<file path="src/pkg/can_rx_defines.vh">
// Register offsets, field positions and reset values of the receive buffer.
// Included by the design files; definitions only.
`ifndef CAN_RX_DEFINES_VH
`define CAN_RX_DEFINES_VH

`define OFS_IDENT_HIGH 12'h000
`define OFS_IDENT_LOW 12'h004
`define OFS_EXT_HIGH 12'h008
`define OFS_EXT_LOW 12'h00c
`define OFS_LENGTH 12'h010
`define OFS_BUF_CTRL 12'h014
`define OFS_ERR_COUNT 12'h018
`define OFS_INT_STATUS 12'h01c
`define OFS_INT_MASK 12'h020
`define OFS_DATA_BASE 12'h040
`define OFS_DATA_LAST 12'h05c

`define BIT_SRR 4
`define BIT_EXT 3
`define BIT_RTR_LEN 6
`define BIT_RTR_CTRL 3
`define BIT_FULL 7

`define INT_RX_DONE 0
`define INT_PASSIVE 1
`define INT_OVERRUN 2
`define INT_WIDTH 3

`define ERR_PASSIVE_LIMIT 8'h7f
`define ERR_COUNT_RESET 8'h00
`define DLC_MAX 4'h8

`endif

</file>
<file path="src/can_rx_err_counter.v">
// Receive error counter: the increment step is chosen by the protocol engine; decrement is by one.
// Assumes err_inc, err_dec and recover come from logic on ref_clk.
`timescale 1ns/10ps
`default_nettype none
`include "can_rx_defines.vh"

module can_rx_err_counter (
  input wire ref_clk,
  input wire rst_n,
  input wire err_inc,
  input wire [3:0] inc_step,
  input wire err_dec,
  input wire recover,
  output reg [7:0] count_ff,
  output wire passive
);

  reg [7:0] nxt_count;
  wire [8:0] sum;

  assign sum = {1'b0, count_ff} + {5'h00, inc_step};

  // --------------------------------------------------------------
  // Counting
  // --------------------------------------------------------------
  // Saturates instead of wrapping so a long error burst never looks
  // like a healthy bus.
  always @*
  begin
    nxt_count = count_ff;
    if (recover)
      nxt_count = `ERR_COUNT_RESET;
    else if (err_inc)
      nxt_count = sum[8] ? 8'hff : sum[7:0];
    else if (err_dec && count_ff != 8'h00)
      nxt_count = count_ff - 8'h01;
  end

  always @(posedge ref_clk)
  begin
    if (!rst_n)
      count_ff <= `ERR_COUNT_RESET;
    else
      count_ff <= nxt_count;
  end

  assign passive = (count_ff > `ERR_PASSIVE_LIMIT);

endmodule // can_rx_err_counter

`default_nettype wire

</file>
<file path="src/can_rx_buffer.v">
// CAN receive buffer registers and receive error counter, APB slave.
// Assumes a protocol engine on ref_clk presents whole accepted frames.
// Operation
// Ident high byte holds id 10..3 standard, or 28..21 extended.
// Ident low bits 7..5 hold id 2..0, or extended id 20..18.
// Substitute remote bit is 0 extended, else the buffer remote status.
// Extended flag bit 3 set for extended frames, clear for standard.
// Ident low bits 1..0 hold extended id bits 17 and 16.
// Extended high byte holds extended id bits 15..8.
// Extended low byte holds extended id bits 7..0.
// Length bits 3..0 hold the code; 9 to 15 are invalid.
// Eight data byte registers, index 0 to 7, in received order.
// Unimplemented bits read as zero.
// Eight-bit read-only error counter, zero after reset.
// Count above 127 puts the controller in error passive.
// The error count never causes bus-off on its own.
// Length bit 6 is the remote request flag; bits 7,5,4 read 0.
// All fields are loaded together from one accepted frame.
// Control bit 3 is a read-only remote request flag.
//
// The placing of the registers and the APB register port were chosen for this implementation.
`timescale 1ns/10ps
`default_nettype none
`include "can_rx_defines.vh"

module can_rx_buffer (
  input wire ref_clk,
  input wire rst_n,
  input wire psel,
  input wire penable,
  input wire pwrite,
  input wire [11:0] paddr,
  input wire [31:0] pwdata,
  output reg [31:0] prdata,
  output wire pready,
  output wire pslverr,
  input wire frame_valid,
  input wire [28:0] frame_ident,
  input wire frame_extended,
  input wire frame_remote,
  input wire [3:0] frame_length,
  input wire [63:0] frame_data,
  input wire err_inc,
  input wire [3:0] err_step,
  input wire err_dec,
  input wire err_recover,
  output wire error_passive,
  output wire bus_off,
  output wire irq
);

  reg [7:0] ident_high_ff;
  reg [2:0] ident_mid_ff;
  reg [1:0] ident_top_ext_ff;
  reg extended_frame_flag_ff;
  reg [7:0] ext_high_ff;
  reg [7:0] ext_low_ff;
  reg remote_request_flag_ff;
  reg [3:0] length_ff;
  reg [7:0] data_ff [0:7];
  reg full_ff;
  reg [`INT_WIDTH-1:0] int_status_ff;
  reg [`INT_WIDTH-1:0] int_mask_ff;
  reg passive_prev_ff;
  reg [31:0] nxt_prdata;
  reg addr_ok;
  wire [7:0] rx_error_count;
  wire passive;
  wire wr_en;
  wire rd_en;
  wire [7:0] ident_low_flags;
  wire [7:0] length_reg;
  wire [7:0] ctrl_reg;
  wire [`INT_WIDTH-1:0] events;
  wire data_sel;
  wire [2:0] data_idx;
  wire sel_ident_high;
  wire sel_ident_low;
  wire sel_ext_high;
  wire sel_ext_low;
  wire sel_length;
  wire sel_ctrl;
  wire sel_err_count;
  wire sel_int_status;
  wire sel_int_mask;
  wire [7:0] data_wr;
  wire [`INT_WIDTH-1:0] int_clear;
  reg nxt_full;
  reg [`INT_WIDTH-1:0] nxt_int_status;

  // --------------------------------------------------------------
  // Bus handshake
  // --------------------------------------------------------------
  // Zero wait states: every access completes in its first access cycle.
  assign pready = 1'b1;
  assign wr_en = psel && penable && pwrite;
  assign rd_en = psel && !penable && !pwrite;
  assign pslverr = psel && penable && !addr_ok;
  assign data_sel = (paddr >= `OFS_DATA_BASE) && (paddr <= `OFS_DATA_LAST)
    && (paddr[1:0] == 2'b00);
  assign data_idx = paddr[4:2];

  // --------------------------------------------------------------
  // Address decode
  // --------------------------------------------------------------
  // One decode feeds both the write strobes and the read mux, so the
  // two paths can never disagree about which word an address selects.
  assign sel_ident_high = (paddr == `OFS_IDENT_HIGH);
  assign sel_ident_low = (paddr == `OFS_IDENT_LOW);
  assign sel_ext_high = (paddr == `OFS_EXT_HIGH);
  assign sel_ext_low = (paddr == `OFS_EXT_LOW);
  assign sel_length = (paddr == `OFS_LENGTH);
  assign sel_ctrl = (paddr == `OFS_BUF_CTRL);
  assign sel_err_count = (paddr == `OFS_ERR_COUNT);
  assign sel_int_status = (paddr == `OFS_INT_STATUS);
  assign sel_int_mask = (paddr == `OFS_INT_MASK);

  // --------------------------------------------------------------
  // Frame capture
  // --------------------------------------------------------------
  // The whole frame lands in one edge, so a read sequence between two
  // arrivals never mixes fields. Software may still write the fields.
  // Each register takes a frame before a bus write in the same cycle, and
  // a standard frame zeroes the extended bytes so no old id bits linger.
  always @(posedge ref_clk)
  begin
    if (!rst_n)
      ident_high_ff <= 8'h00;
    else if (frame_valid)
      ident_high_ff <= frame_extended ? frame_ident[28:21]
        : frame_ident[10:3];
    else if (wr_en && sel_ident_high)
      ident_high_ff <= pwdata[7:0];
  end

  always @(posedge ref_clk)
  begin
    if (!rst_n)
      ident_mid_ff <= 3'h0;
    else if (frame_valid)
      ident_mid_ff <= frame_extended ? frame_ident[20:18]
        : frame_ident[2:0];
    else if (wr_en && sel_ident_low)
      ident_mid_ff <= pwdata[7:5];
  end

  always @(posedge ref_clk)
  begin
    if (!rst_n)
      ident_top_ext_ff <= 2'h0;
    else if (frame_valid)
      ident_top_ext_ff <= frame_extended ? frame_ident[17:16]
        : 2'h0;
    else if (wr_en && sel_ident_low)
      ident_top_ext_ff <= pwdata[1:0];
  end

  always @(posedge ref_clk)
  begin
    if (!rst_n)
      extended_frame_flag_ff <= 1'b0;
    else if (frame_valid)
      extended_frame_flag_ff <= frame_extended;
    else if (wr_en && sel_ident_low)
      extended_frame_flag_ff <= pwdata[`BIT_EXT];
  end

  always @(posedge ref_clk)
  begin
    if (!rst_n)
      ext_high_ff <= 8'h00;
    else if (frame_valid)
      ext_high_ff <= frame_extended ? frame_ident[15:8]
        : 8'h00;
    else if (wr_en && sel_ext_high)
      ext_high_ff <= pwdata[7:0];
  end

  always @(posedge ref_clk)
  begin
    if (!rst_n)
      ext_low_ff <= 8'h00;
    else if (frame_valid)
      ext_low_ff <= frame_extended ? frame_ident[7:0]
        : 8'h00;
    else if (wr_en && sel_ext_low)
      ext_low_ff <= pwdata[7:0];
  end

  always @(posedge ref_clk)
  begin
    if (!rst_n)
      remote_request_flag_ff <= 1'b0;
    else if (frame_valid)
      remote_request_flag_ff <= frame_remote;
    else if (wr_en && sel_length)
      remote_request_flag_ff <= pwdata[`BIT_RTR_LEN];
  end

  always @(posedge ref_clk)
  begin
    if (!rst_n)
      length_ff <= 4'h0;
    else if (frame_valid)
      length_ff <= frame_length;
    else if (wr_en && sel_length)
      length_ff <= pwdata[3:0];
  end

  genvar gi;
  generate
    for (gi = 0; gi < 8; gi = gi + 1)
    begin : g_data
      localparam [2:0] byte_idx = gi;
      assign data_wr[gi] = wr_en && data_sel && (data_idx == byte_idx);
      always @(posedge ref_clk)
      begin
        if (!rst_n)
          data_ff[gi] <= 8'h00;
        else if (frame_valid)
          data_ff[gi] <= frame_data[63-8*gi -: 8];
        else if (data_wr[gi])
          data_ff[gi] <= pwdata[7:0];
      end
    end
  endgenerate

  // --------------------------------------------------------------
  // Buffer full flag and interrupts
  // --------------------------------------------------------------
  // Full is set by a frame and cleared by writing zero to bit 7; a frame
  // arriving in the clearing cycle wins. A frame over a full buffer
  // overwrites it and flags overrun.
  always @*
  begin
    nxt_full = full_ff;
    if (frame_valid)
      nxt_full = 1'b1;
    else if (wr_en && sel_ctrl && !pwdata[`BIT_FULL])
      nxt_full = 1'b0;
  end

  always @(posedge ref_clk)
  begin
    if (!rst_n)
      full_ff <= 1'b0;
    else
      full_ff <= nxt_full;
  end

  assign events = {frame_valid && full_ff,
    passive && !passive_prev_ff, frame_valid};
  assign int_clear = (wr_en && sel_int_status) ?
    pwdata[`INT_WIDTH-1:0] : {`INT_WIDTH{1'b0}};

  // An event in the clearing cycle survives, so no edge is ever lost.
  always @*
  begin
    nxt_int_status = (int_status_ff & ~int_clear) | events;
  end

  always @(posedge ref_clk)
  begin
    if (!rst_n)
    begin
      int_status_ff <= {`INT_WIDTH{1'b0}};
      int_mask_ff <= {`INT_WIDTH{1'b0}};
      passive_prev_ff <= 1'b0;
    end
    else
    begin
      passive_prev_ff <= passive;
      int_status_ff <= nxt_int_status;
      if (wr_en && sel_int_mask)
        int_mask_ff <= pwdata[`INT_WIDTH-1:0];
    end
  end

  assign irq = |(int_status_ff & int_mask_ff);

  // --------------------------------------------------------------
  // Error counter
  // --------------------------------------------------------------
  can_rx_err_counter u_err (
    .ref_clk(ref_clk),
    .rst_n(rst_n),
    .err_inc(err_inc),
    .inc_step(err_step),
    .err_dec(err_dec),
    .recover(err_recover),
    .count_ff(rx_error_count),
    .passive(passive)
  );

  assign error_passive = passive;
  // Bus-off belongs to the transmit count, which lives elsewhere.
  assign bus_off = 1'b0;

  // --------------------------------------------------------------
  // Read back
  // --------------------------------------------------------------
  assign ident_low_flags = {ident_mid_ff,
    remote_request_flag_ff && !extended_frame_flag_ff,
    extended_frame_flag_ff, 1'b0, ident_top_ext_ff};
  assign length_reg = {1'b0, remote_request_flag_ff, 2'b00, length_ff};
  assign ctrl_reg = {full_ff, 3'b000, remote_request_flag_ff, 3'b000};

  always @*
  begin
    nxt_prdata = 32'h0000_0000;
    addr_ok = 1'b1;
    if (sel_ident_high)
      nxt_prdata[7:0] = ident_high_ff;
    else if (sel_ident_low)
      nxt_prdata[7:0] = ident_low_flags;
    else if (sel_ext_high)
      nxt_prdata[7:0] = ext_high_ff;
    else if (sel_ext_low)
      nxt_prdata[7:0] = ext_low_ff;
    else if (sel_length)
      nxt_prdata[7:0] = length_reg;
    else if (sel_ctrl)
      nxt_prdata[7:0] = ctrl_reg;
    else if (sel_err_count)
      nxt_prdata[7:0] = rx_error_count;
    else if (sel_int_status)
      nxt_prdata[`INT_WIDTH-1:0] = int_status_ff;
    else if (sel_int_mask)
      nxt_prdata[`INT_WIDTH-1:0] = int_mask_ff;
    else if (data_sel)
      nxt_prdata[7:0] = data_ff[data_idx];
    else
      addr_ok = 1'b0;
  end

  // Read data is sampled in the setup cycle so it is stable in access.
  always @(posedge ref_clk)
  begin
    if (!rst_n)
      prdata <= 32'h0000_0000;
    else if (rd_en)
      prdata <= nxt_prdata;
  end

endmodule // can_rx_buffer

`default_nettype wire

</file>
<file path="config.mk">
export PLATFORM = sky130hd
export DESIGN_NAME = can_rx_buffer
export DESIGN_NICKNAME = d
export VERILOG_FILES = /design/src/can_rx_err_counter.v /design/src/can_rx_buffer.v
export VERILOG_INCLUDE_DIRS = /design/src /design/src/pkg
export SDC_FILE = /design/constraint.sdc
export NUM_CORES = 1
export LEC_CHECK = 0
export BUFFER_PORTS_ARGS = -buffer_cell sky130_fd_sc_hd__buf_2
export CAP_MARGIN = 30
export CORE_UTILIZATION = 51
export DETAILED_ROUTE_END_ITERATION = 16
export MAX_ROUTING_LAYER = met4
export PLACE_DENSITY = 0.77
export SYNTH_ARGS = -nofsm -noshare
export SYNTH_HDL_FRONTEND = slang
export SYNTH_HIERARCHICAL = 1
export SYNTH_SLANG_ARGS = --single-unit
</file>
<file path="constraint.sdc">
create_clock -name ref_clk -period 3 [get_ports ref_clk]
set_clock_uncertainty 0.2 [all_clocks]
set_input_delay 0.15 -clock ref_clk [delete_from_list [all_inputs] [get_ports ref_clk]]
set_output_delay 0.15 -clock ref_clk [all_outputs]
set_load 0.05 [all_outputs]
</file>
==> flow_summary.yaml <==
worst_setup_path:
  r2r_start: "u_err/count_ff[1]"
  end_kind: "flip-flop"
  r2r_slack_ns: 0.76
  crit_type: "in -> reg"
  cp.arrival_ns: 2.54
  start_kind: "input pin"
  rr_worst_depth: 6
  worstPathMaxFanout: 11
  worst_ep_required_time_ns: 3.10
  r2r_end: "u_err/count_ff[7]"
timing:
  hold_violations: 0
  whs_ns: 0.01829
  finalMaxSlewViolations: 0
  rsz0062_at_grt: "false"
  setup_viol: 0
  tightest_slew_ns: 0.7061
  period_needed_ns: 2.441
  clock.fmax_ghz: 0.4097
  setup_tns_ns: 0
  finalCritPeriodShare_pct: 81.37
  relSlewSlack_pct: 51.71
die:
  fp.dieH_um: 122.3
  die_area_sq_um: 14950
  core_area_sq_um: 13990
  die_w_um: 122.3
  rows: 43
  design.portCount: 193
  start_util_pct: 52.74
routing:
  routed_via_density: 6.335
  dr.pass1.iters: 8
  vias: 7355
  first_iter_violations: 1078
  wirelength_um: 25090
  final_antenna_net_count: 0
  wl_per_cell_um: 21.61
  drc: 0
synth:
  yosys.area.top_type: "edfxtp_1"
  ys_top_cells_by_area: "edfxtp_1, dfxtp_1, a22o_1"
  async_reset_ff_share_pct: 0
  ys_warn_count: 6
  yosys-top-cells-count: "a22o_1, edfxtp_1, dfxtp_1, a21oi_1, nand2_1"
  synth_edf_count: 64
  netlist_area_sq_um: 7377
  ys.flop_type: "edfxtp_1"
  ys_seq_area_share_pct: 42.06
  synthCells: 742
  yosysUniqueCellTypes: 76
  synth-seq-cells: 123
  synth_top_area_share_pct: 26.05
  synth.most_common_cell: "a22o_1"
  syn_area_per_cell_sq_um: 9.942
clock_tree:
  cts_sinks: 123
  cts_tree: "yes"
  postCtsSetupRepairBufs: 0
  clk_pin_slew_worst_paths_ns: 0.06
  cts_max_level: 4
  cts_root_buf: "clkbuf_16"
  clk_latency_ns: 0.43
  clock_path_buffers: 2
  cts_buffers: 17
placed_design:
  hpwl_um: 15960
  port_buffers: 142
  place_congestion: 0.9385
  dp.cells: 1031
global_routing:
  gr-total-overflow: 0
  grt_pass1_wl_um: 38260
  grtUsageTotal_pct: 35.92
  grt_pass1_vias: 7037
  antenna_found_initial: 0
  grt_max_degree: 65
min_path:
  min_to: "ident_high_ff[5]"
  worstHoldStart: "frame_ident[26]"
  hp-class: "in -> reg"
  whs_path_depth: 5
layout:
  num_antenna_cells: 0
  final_cells: 1161
  area_growth_pct: 31.94
  drive_above_1_share_pct: 24.26
  nets: 1131
power:
  power.leakage_nw: 4.104
  ir_drop_mv: 0.4068
  pwr_density_cell_nw_per_um2: 486.6
  power.total_w: 0.004736
status:
  outcome: "complete, no violations"
job:
  drv_cap: 0
per-stage QoR:
step / area [sq um] / utilization [%] / setup WS (ns)
2_1_floorplan: 7467 / - / 0.3934
3_3_place_gp: 8202 / 58.63 / 0.3808
3_5_place_dp: 8202 / 58.63 / 0.3999
4_1_cts: 9733 / 69.58 / 0.6535
5_1_grt: 9733 / 69.58 / 0.5032
6_report: 9733 / 69.58 / 0.5590
cell type report:
cell class | count | area [sq um]
Clock buffer | 17 | 425.4
Clock inverter | 15 | 125.1
Fill cell | 1050 | 4255
Inverter | 11 | 42.54
Multi-Input combinational cell | 543 | 3867
Sequential cell | 123 | 3103
Tap cell | 180 | 225.2
Timing Repair Buffer | 272 | 1944
critical path, stage by stage:
cell and delay, ns:
dlygate4sd3_1 0.52, buf_2 0.18, nor2b_1 0.19, buf_4 0.20
nand4_1 0.25, nor2_1 0.17, buf_4 0.19, a22o_1 0.13
dlygate4sd3_1 0.54
routing by layer:
metal  wire, um  GRT usage [%]  part of all wire, %
met1       9607          44.54                   38
met2      11780          55.41                   47
met3       2456          7.528                  9.8
met4       1245          18.45                  5.0
met5          0              -                    0
cells in the final DEF (no fill, tap or decap), types with 5 or more instances in the layout:
cell type / instances
a21oi_1: 58
o21ai_0: 35
a22o_1: 65
buf_4: 31
dlygate4sd3_1: 98
buf_2: 142
nor2_1: 28
nor4_1: 5
dfxtp_1: 59
nor3_1: 6
edfxtp_1: 64
a21boi_1: 8
o21a_1: 6
mux2i_1: 26
clkbuf_16: 17
o211a_1: 21
a31oi_1: 9
nand2_1: 56
conb_1: 26
o211ai_1: 5
and3_1: 5
nand4_1: 6
mux4_2: 16
o22ai_1: 6
ha_1: 6
nand2b_1: 11
nor2b_1: 27
nand3_1: 19
or4_1: 5
inv_1: 9
flip-flops by register name, indices dropped and copies added (netlist names):
signal,flops
prdata,8
full_ff,1
extended_frame_flag_ff,1
ident_mid_ff,3
data_ff,64
length_ff,4
ident_high_ff,8
int_mask_ff,3
ext_low_ff,8
u_err/count_ff,8
remote_request_flag_ff,1
ext_high_ff,8
ident_top_ext_ff,2
int_status_ff,3
passive_prev_ff,1
kinds of logic after synthesis:
| family | after synthesis | synth area share (%) |
|---|---|---|
| other cells | 2 | 0.1018 |
| xor+xnor | 3 | 0.3562 |
| fa+ha+maj | 7 | 1.289 |
| mux | 46 | 9.023 |
| compound gates | 257 | 25.14 |
| flops | 123 | 42.06 |
| buf+inv | 100 | 6.835 |
| simple gates | 204 | 15.20 |
repair_timing:
item | CTS | global route
endpoints found under the hold margin | 92 | 0
hold buffers | 98 | 0
gates resized for setup | 0 | 0
report_power, final:
part	switching, W	internal [W]
registers	0.0000681	0.00189
clock network	0.000815	0.00113
logic	0.000464	0.000365
worst max-delay path by stage:
stage,from,end
final,rst_n,data_ff[5][4]
after CTS,pwrite,data_ff[5][4]
after global routing,rst_n,data_ff[7][4]
after floorplan,paddr[3],data_ff[6][0]
after global placement,paddr[9],prdata[5]
after detailed placement,paddr[9],prdata[5]
Power figures use the tool's default switching activity.
